[src/esd_pkg.sv]
// ---------------------------------------------------------------
// Encoder and motor geometry
// ---------------------------------------------------------------
package esd_pkg;

    // Counted increments per shaft revolution
    localparam int ENC_CPR = 4000;
    // Step angle in tenths of a degree, and a turn in the same unit
    localparam int STEP_ANGLE_DECI = 18;
    localparam int DEG_DECI_REV = 3600;
    // Increments per full step
    localparam int EXP_FULL = ENC_CPR * STEP_ANGLE_DECI / DEG_DECI_REV;
    // Finest microstep setting served, as a power of two
    localparam int USTEP_LOG2_MAX = 4;

    // ---------------------------------------------------------------
    // Timing
    // ---------------------------------------------------------------
    localparam int CLK_PERIOD_NS = 10;
    localparam int DIR_SETUP_NS = 1000;
    localparam int STEP_HIGH_NS = 1000;
    localparam int STEP_LOW_NS = 1000;
    // Least times round up to whole cycles
    localparam int DIR_SETUP_CYC =
        (DIR_SETUP_NS + CLK_PERIOD_NS - 1) / CLK_PERIOD_NS;
    localparam int STEP_HIGH_CYC =
        (STEP_HIGH_NS + CLK_PERIOD_NS - 1) / CLK_PERIOD_NS;
    localparam int STEP_LOW_CYC =
        (STEP_LOW_NS + CLK_PERIOD_NS - 1) / CLK_PERIOD_NS;
    // Slowest step rate; a longer gap closes the interval
    localparam int STEP_MIN_RATE_HZ = 50;
    localparam int NS_PER_S = 1_000_000_000;
    localparam int INTERVAL_MAX_NS = NS_PER_S / STEP_MIN_RATE_HZ;
    // Longest time rounds down
    localparam int INTERVAL_CYC = INTERVAL_MAX_NS / CLK_PERIOD_NS;
    // Width of the step phase timer
    localparam int TIM_W = 8;

    // ---------------------------------------------------------------
    // Step output sequencer states
    // ---------------------------------------------------------------
    typedef enum logic [3:0] {
        ST_IDLE = 4'h1,
        ST_SETUP = 4'h2,
        ST_HIGH = 4'h4,
        ST_LOW = 4'h8
    } esd_step_st_t;

    // Expected increments per commanded step for a microstep setting
    function automatic int esd_expected(input logic [2:0] ulog);
        int sh;
        sh = (int'(ulog) > USTEP_LOG2_MAX) ? USTEP_LOG2_MAX : int'(ulog);
        return EXP_FULL >> sh;
    endfunction

endpackage

[src/esd_quad_decoder.sv]
`timescale 1ns/100ps

module esd_quad_decoder (
    // Clock, reset and enable
    input wire logic ref_clk,
    input wire logic rst,
    input wire logic ce,
    // Encoder pins, asynchronous
    input wire logic enc_a,
    input wire logic enc_b,
    input wire logic enc_idx,
    // Decoded one-cycle events
    output logic q_fwd,
    output logic q_rev,
    output logic q_idx,
    output logic q_err
);

    // ---------------------------------------------------------------
    // Synchronisers and edge history
    // ---------------------------------------------------------------
    logic [2:0] s1_reg;
    logic [2:0] s2_reg;
    logic [2:0] s3_reg;
    logic [1:0] arm_reg;

    // Two stages, then one stage of history for change detection
    always_ff @(posedge ref_clk or posedge rst) begin
        if (rst) begin
            s1_reg <= 3'h0;
            s2_reg <= 3'h0;
            s3_reg <= 3'h0;
        end else if (ce) begin
            s1_reg <= {enc_idx, enc_b, enc_a};
            s2_reg <= s1_reg;
            s3_reg <= s2_reg;
        end
    end

    // Hold off until the history holds real pin levels, else a pin
    // that is high at reset looks like a spurious edge
    always_ff @(posedge ref_clk or posedge rst) begin
        if (rst) begin
            arm_reg <= 2'h0;
        end else if (ce && arm_reg != 2'h3) begin
            arm_reg <= arm_reg + 2'h1;
        end
    end

    // ---------------------------------------------------------------
    // Quadrature decode, four counts per cycle
    // ---------------------------------------------------------------
    wire armed = (arm_reg == 2'h3);
    wire a_chg = s2_reg[0] ^ s3_reg[0];
    wire b_chg = s2_reg[1] ^ s3_reg[1];
    wire moved = a_chg ^ b_chg;
    // Channel A leading B counts forward
    wire fwd_dir = (s3_reg[0] == s2_reg[1]);
    wire idx_rise = s2_reg[2] & ~s3_reg[2];

    // Registered event pulses
    always_ff @(posedge ref_clk or posedge rst) begin
        if (rst) begin
            q_fwd <= 1'b0;
            q_rev <= 1'b0;
            q_idx <= 1'b0;
            q_err <= 1'b0;
        end else if (ce) begin
            q_fwd <= armed & moved & fwd_dir;
            q_rev <= armed & moved & ~fwd_dir;
            q_idx <= armed & idx_rise;
            q_err <= armed & a_chg & b_chg; // Both moved: lost edge
        end
    end

endmodule

[src/esd_stall_detector.sv]
`timescale 1ns/100ps

module esd_stall_detector
    import esd_pkg::*;
#(
    parameter int POS_W = 16,
    parameter int CNT_W = 8,
    parameter int TOL_CNT = 0,
    parameter int INTERVAL_MAX_CYC = INTERVAL_CYC
) (
    // Clock, reset and enable
    input wire logic ref_clk,
    input wire logic rst,
    input wire logic ce,
    // Step commands from controller logic
    input wire logic step_req,
    input wire logic step_dir,
    input wire logic [2:0] ustep_log2,
    input wire logic stall_clear,
    output logic step_ready,
    // Stepper driver
    output logic step_out,
    output logic dir_out,
    // Encoder pins
    input wire logic enc_a,
    input wire logic enc_b,
    input wire logic enc_idx,
    // Status
    output logic stall_led,
    output logic abnormal,
    output logic index_ref,
    output logic rot_fwd,
    output logic [POS_W-1:0] position,
    output logic [CNT_W-1:0] last_count,
    output logic eval_pulse
);

    localparam int CW1 = CNT_W + 1;
    localparam int IW = $clog2(INTERVAL_MAX_CYC + 1);

    // ---------------------------------------------------------------
    // Elaboration checks
    // ---------------------------------------------------------------
    if (EXP_FULL + TOL_CNT >= (1 << CNT_W) || TOL_CNT < 0) begin : g_bad_cnt
        $error("CNT_W too small for expected count and tolerance");
    end
    if (INTERVAL_MAX_CYC < 2 || POS_W < 2) begin : g_bad_int
        $error("INTERVAL_MAX_CYC and POS_W must be at least 2");
    end
    if (STEP_HIGH_CYC >= (1 << TIM_W) || STEP_LOW_CYC >= (1 << TIM_W) ||
        DIR_SETUP_CYC >= (1 << TIM_W)) begin : g_bad_tim
        $error("Step phase times exceed the phase timer");
    end

    // ---------------------------------------------------------------
    // Encoder decode
    // ---------------------------------------------------------------
    logic q_fwd;
    logic q_rev;
    logic q_idx;
    logic q_err;

    esd_quad_decoder u_dec (
        .ref_clk(ref_clk),
        .rst(rst),
        .ce(ce),
        .enc_a(enc_a),
        .enc_b(enc_b),
        .enc_idx(enc_idx),
        .q_fwd(q_fwd),
        .q_rev(q_rev),
        .q_idx(q_idx),
        .q_err(q_err)
    );

    // ---------------------------------------------------------------
    // Step and direction sequencer
    // ---------------------------------------------------------------
    esd_step_st_t st_reg, st_next;
    logic [TIM_W-1:0] tim_reg, tim_next;
    logic dir_reg, dir_next;

    // Direction settles before the edge, so the driver never sees both
    // change together; the cost is a setup delay per step
    assign step_ready = (st_reg == ST_IDLE);
    wire step_go = ce & step_req & step_ready;
    wire [TIM_W-1:0] tim_lim = (st_reg == ST_SETUP) ? TIM_W'(DIR_SETUP_CYC) :
        (st_reg == ST_HIGH) ? TIM_W'(STEP_HIGH_CYC) : TIM_W'(STEP_LOW_CYC);
    wire tim_done = (tim_reg == tim_lim - 1'b1);

    // Next state of the sequencer; each phase ends on its own limit
    always_comb begin
        st_next = st_reg;
        dir_next = dir_reg;
        case (st_reg)
            ST_IDLE: begin
                if (step_req) begin
                    st_next = ST_SETUP;
                    dir_next = step_dir;
                end
            end
            ST_SETUP: st_next = tim_done ? ST_HIGH : ST_SETUP;
            ST_HIGH: st_next = tim_done ? ST_LOW : ST_HIGH;
            ST_LOW: st_next = tim_done ? ST_IDLE : ST_LOW;
            default: st_next = ST_IDLE;
        endcase
    end
    // Phase timer restarts at every change of state and while idle
    assign tim_next = (st_next != st_reg || st_reg == ST_IDLE) ? '0 :
        tim_reg + 1'b1;

    // Sequencer registers and driver pins
    always_ff @(posedge ref_clk or posedge rst) begin
        if (rst) begin
            st_reg <= ST_IDLE;
            tim_reg <= '0;
            dir_reg <= 1'b0;
            step_out <= 1'b0;
        end else if (ce) begin
            st_reg <= st_next;
            tim_reg <= tim_next;
            dir_reg <= dir_next;
            step_out <= (st_next == ST_HIGH);
        end
    end
    assign dir_out = dir_reg;

    // ---------------------------------------------------------------
    // Position tracking
    // ---------------------------------------------------------------
    logic [POS_W-1:0] pos_reg, pos_next;

    // Index wins over a count in the same cycle
    assign pos_next = q_idx ? '0 : q_fwd ? pos_reg + 1'b1 :
        q_rev ? pos_reg - 1'b1 : pos_reg;

    always_ff @(posedge ref_clk or posedge rst) begin
        if (rst) begin
            pos_reg <= '0;
            index_ref <= 1'b0;
            rot_fwd <= 1'b0;
        end else if (ce) begin
            pos_reg <= pos_next;
            index_ref <= index_ref | q_idx;
            if (q_fwd || q_rev) begin
                rot_fwd <= q_fwd;
            end
        end
    end
    assign position = pos_reg;

    // ---------------------------------------------------------------
    // Step interval monitor
    // ---------------------------------------------------------------
    logic mon_reg;
    logic wrong_reg;
    logic [IW-1:0] ivl_reg;
    logic [CNT_W-1:0] cnt_reg, cnt_next;

    // Expected increments for the current microstep setting
    wire [CNT_W-1:0] exp_cnt = CNT_W'(esd_expected(ustep_log2));
    wire timeout = (ivl_reg == IW'(INTERVAL_MAX_CYC - 1));
    // An interval closes at the next command or after the slowest rate
    wire eval = ce & mon_reg & (step_go | timeout);
    wire match = (q_fwd & dir_reg) | (q_rev & ~dir_reg);
    wire counter_dir = (q_fwd & ~dir_reg) | (q_rev & dir_reg) | q_err;
    wire cnt_full = (cnt_reg == {CNT_W{1'b1}});
    wire [CW1-1:0] tol_ext = CW1'(TOL_CNT);
    wire [CW1-1:0] got_ext = {1'b0, cnt_reg};
    wire [CW1-1:0] exp_ext = {1'b0, exp_cnt};
    wire short_cnt = (got_ext + tol_ext) < exp_ext;
    wire over_cnt = got_ext > (exp_ext + tol_ext);
    wire stall_ev = eval & short_cnt;
    wire abn_ev = eval & (short_cnt | over_cnt | wrong_reg);

    // Movement in the eval cycle belongs to the new interval
    assign cnt_next = eval ? {{(CNT_W-1){1'b0}}, match} :
        (match & ~cnt_full) ? cnt_reg + 1'b1 : cnt_reg;

    // Interval timer and counters
    always_ff @(posedge ref_clk or posedge rst) begin
        if (rst) begin
            mon_reg <= 1'b0;
            ivl_reg <= '0;
            cnt_reg <= '0;
            wrong_reg <= 1'b0;
        end else if (ce) begin
            mon_reg <= step_go | (mon_reg & ~timeout);
            ivl_reg <= (step_go | ~mon_reg) ? '0 : ivl_reg + 1'b1;
            cnt_reg <= cnt_next;
            wrong_reg <= counter_dir | (wrong_reg & ~eval);
        end
    end

    // Sticky flags; a new event beats a clear in the same cycle
    always_ff @(posedge ref_clk or posedge rst) begin
        if (rst) begin
            stall_led <= 1'b0;
            abnormal <= 1'b0;
            last_count <= '0;
            eval_pulse <= 1'b0;
        end else if (ce) begin
            stall_led <= stall_ev | (stall_led & ~stall_clear);
            abnormal <= abn_ev | (abnormal & ~stall_clear);
            eval_pulse <= eval;
            if (eval) begin
                last_count <= cnt_reg;
            end
        end
    end

    logic [TIM_W-1:0] hi_len_reg;
    always_ff @(posedge ref_clk or posedge rst) begin
        if (rst) begin
            hi_len_reg <= '0;
        end else if (ce) begin
            hi_len_reg <= step_out ? hi_len_reg + 1'b1 : '0;
        end
    end
endmodule

[config.mk]
export PLATFORM = sky130hd
export DESIGN_NAME = esd_stall_detector
export DESIGN_NICKNAME = d
export VERILOG_FILES = /design/src/esd_pkg.sv /design/src/esd_quad_decoder.sv /design/src/esd_stall_detector.sv
export SDC_FILE = /design/constraint.sdc
export NUM_CORES = 1
export LEC_CHECK = 0
export ABC_AREA = 1
export BUFFER_PORTS_ARGS = -buffer_cell sky130_fd_sc_hd__buf_4
export CAP_MARGIN = 20
export CORE_MARGIN = 1
export CORE_UTILIZATION = 35
export DETAILED_ROUTE_END_ITERATION = 6
export GPL_ROUTABILITY_DRIVEN = 0
export GPL_TIMING_DRIVEN = 0
export SYNTH_ARGS = -nofsm -noshare
export SYNTH_HDL_FRONTEND = slang
export SYNTH_SLANG_ARGS = --single-unit
[constraint.sdc]
create_clock -name ref_clk -period 3.51 [get_ports ref_clk]
set_input_delay 0.351 -clock ref_clk [delete_from_list [all_inputs] [get_ports ref_clk]]
set_output_delay 0.351 -clock ref_clk [all_outputs]
set_load 0.01 [all_outputs]
==> flow_metrics.env <==
export IMPL_status="complete, no violations"
export IMPL_cts_sinks=89
export IMPL_required_ps=3790
export IMPL_crit_buf_inv=1
export IMPL_vias=4434
export IMPL_nNetsFinal=745
export IMPL_layout_commonest_cell="nand2_1"
export IMPL_die_w_um=122
export IMPL_crit_top_cell="nand2_1"
export IMPL_p_clk_share_pct=23.1
export IMPL_drtPass1Iterations=5
export IMPL_grt_pass1_wl_um=20300
export IMPL_synthCells=654
export IMPL_largest_reg_flops=21
export IMPL_synth_area_leaders="dfrtp_1 (44%), nand2_1 (14%), ha_1 (5.7%)"
export IMPL_tns_ps=0
export IMPL_grt_util_all_layers_pct=17.4
export IMPL_r2r_cells=11
export IMPL_p_leak_nw=2.97
export IMPL_drive_gt1_share_pct=11.9
export IMPL_p_sw_mw=1.83
export IMPL_design_area_um2=5940
export IMPL_finalCritPeriodShare_pct=66.5
export IMPL_pwr_share_comb_pct=43.8
export IMPL_routed_wl_um=11900
export IMPL_crit_arrival_ps=2610
export IMPL_avgViaCountPerCell=4.97
export IMPL_syn_cell_area_um2=5050
export IMPL_skew_ps=8.11
export IMPL_max_stage_delay_ps=490
export IMPL_yosysTopAreaCellShare_pct=43.6
export IMPL_dieArea_um2=14900
export IMPL_crit_path_cell_trace="inv_1 -> ha_1 -> a21oi_1 -> o21ai_1 -> nand2_1 -> nand2_1 -> nand2_1 -> nand2_1 -> nand2_1 -> nand2_1 -> o21ai_0"
export IMPL_startpoint_type="flip-flop"
export IMPL_pre_cts_slack_ps=1230
export IMPL_cts_resized=0
export IMPL_worst_slack_ps=1170
export IMPL_clockBufferDepth=2
export IMPL_ios=44
export IMPL_path_class="flip-flop to flip-flop"
export IMPL_yosysSeqAreaShare_pct=44.1
export IMPL_grt_ovfl_total=0
export IMPL_area_growth_syn_to_layout_pct=17.7
export IMPL_start_util_pct=36.1
export IMPL_detail_route_antenna_nets=0
export IMPL_cts_buffers=9
export IMPL_placeableCoreArea_um2=14000
export IMPL_rsz0062_at_grt="false"
export IMPL_peakVddDrop_v=0.000323
export IMPL_grt_max_degree=71
export IMPL_drv_cap=0
export IMPL_hp_class="input port to flip-flop"
export IMPL_power_mw=4.54
export IMPL_cts_setup_buffers=0
export IMPL_syn_area_per_cell_um2=7.73
export IMPL_finalHoldViolCount=0
export IMPL_drc=0
export IMPL_grt_pass1_vias=4474
export IMPL_end_kind="flip-flop"
export IMPL_power_density_nw_per_um2=763
export IMPL_die_h_um=122
export IMPL_path_depth=11
export IMPL_critPathMaxFanout=17
export IMPL_ys_ff_latch=89
export IMPL_h_tree_depth=3
export IMPL_switching_share_pct=40.3
export IMPL_portBuffers=42
export IMPL_clock_fmax_mhz=428
export IMPL_synth_cell_type_count=44
export IMPL_seqPwrFrac_pct=33.1
export IMPL_cts_tree="built"
export IMPL_slew_headroom_pct=58.0
export IMPL_antenna_found_initial=0
export IMPL_rows=43
export IMPL_fin_crit_ps=2340
export IMPL_power_internal_mw=2.71
export IMPL_wire_per_inst_um=13.4
export IMPL_first_iter_violations=331
export IMPL_finalSetupViolCount=0
export IMPL_cts_root_buf="clkbuf_16"
export IMPL_hold_depth=3
export IMPL_syn_num_nets=690
export IMPL_tightest_slew_ps=630
export IMPL_layout_common_cells="nand2_1 (186), dfrtp_1 (88), inv_1 (69), nor2_1 (60), o21ai_0 (51)"
export IMPL_dp_hpwl_um=8640
export IMPL_synth_largest_area_cell="dfrtp_1"
export IMPL_crit_family="buffers and inverters"
export IMPL_drv_slew=0
export IMPL_worst_path_max_delay_cell="inv_1"
export IMPL_hold_ws_ps=211
export IMPL_postPlaceCellArea_um2=5620
export IMPL_worstSkewPairLatency_ps=350
export IMPL_n_antenna_cell=0
export IMPL_clkTransAtPathRegs_ps=70
export IMPL_yosysWarnings=0
[per-layer routing]
| layer | share of wire, % | vias up | GRT usage, % |
|---|---|---|---|
| met1 | 46 | 2106 | 21.0 |
| li1 | - | 2248 | - |
| met4 | 1.4 | 0 | 6.71 |
| met2 | 50 | 67 | 30.1 |
| met3 | 3.3 | 13 | 3.75 |
| met5 | 0 | - | 0 |
[power by group through the flow]
| stage | clock [mW] | combinational, mW | sequential (mW) |
|---|---|---|---|
| final | 1.05 | 1.99 | 1.50 |
| after global routing | 1.11 | 2.31 | 1.54 |
| after CTS | 1.08 | 2.00 | 1.50 |
| after detailed placement | 0 | 1.98 | 1.52 |
| after global placement | 0 | 1.94 | 1.51 |
| after floorplan | 0 | 1.38 | 1.52 |
[cell type report]
cell class / count / area, um^2
sequential: 89 / 2230
timing repair buffer: 44 / 353
fill: 1414 / 8040
inverter: 73 / 279
clock buffer: 12 / 246
clock inverter: 3 / 65.1
buffer: 12 / 60.1
tap: 180 / 225
multi-input combinational: 480 / 2490
[tightest hold or removal path, stage by stage]
cell,delay [ps]
buf_4,80
nand2_1,40
nand2_1,50
[synthesized netlist by cell type (all sizes together)]
cell and number:
a21o 2, a32o 1, o21ai 56, xor2 14, mux2 2, nor3 14, o211a 1, nor4 1
fa 1, nand3b 2, buf 9, nand2 187, nor2 63, a21oi 43, nand3 36, a211oi 2
clkbuf 3, or2 3, inv 73, dfrtp 88, o21bai 1, nand4 12, nor3b 2, a31oi 3
ha 23, xnor2 4, dfstp 1, o22ai 2, and3 1, o31ai 2, o211ai 1, and2 1
[kinds of logic (layout without fill, tap and decap cells)]
group | Yosys count | in the layout | synth area share [%]
AOI/OAI and AO/OA | 114 | 114 | 12.5
xor gates and xnor gates | 18 | 18 | 3.12
adders and majority gates | 24 | 24 | 6.09
buffers and inverters | 85 | 144 | 6.66
DFF | 89 | 89 | 44.1
muxes | 2 | 2 | 0.446
and+or+nand+nor | 322 | 322 | 27.0
[metrics by stage]
stage / utilization [%] / std cells
3_5_place_dp: 40.2 / 877
3_3_place_gp: 40.0 / 876
5_1_grt: 42.5 / 893
2_1_floorplan: - / 654
4_1_cts: 42.5 / 893
6_report: 42.5 / 893
[timing repair]
item	in CTS	in global routing
endpoints found under the setup margin	0	0
endpoints found under the hold margin	19	0
hold buffers	1	0
[path summary, 6_finish.rpt]
kind	to	start	slack, ps
min in group asynchronous	position[12]	rst	500
max in group asynchronous	st_reg[0]	rst	2340
hold reg to reg	index_ref	index_ref	480
setup reg to reg	position[8]	u_dec.q_fwd	1170
hold / removal	u_dec.s1_reg[0]	enc_a	210
setup / recovery	position[8]	u_dec.q_fwd	1170
Power figures use the tool's default switching activity.
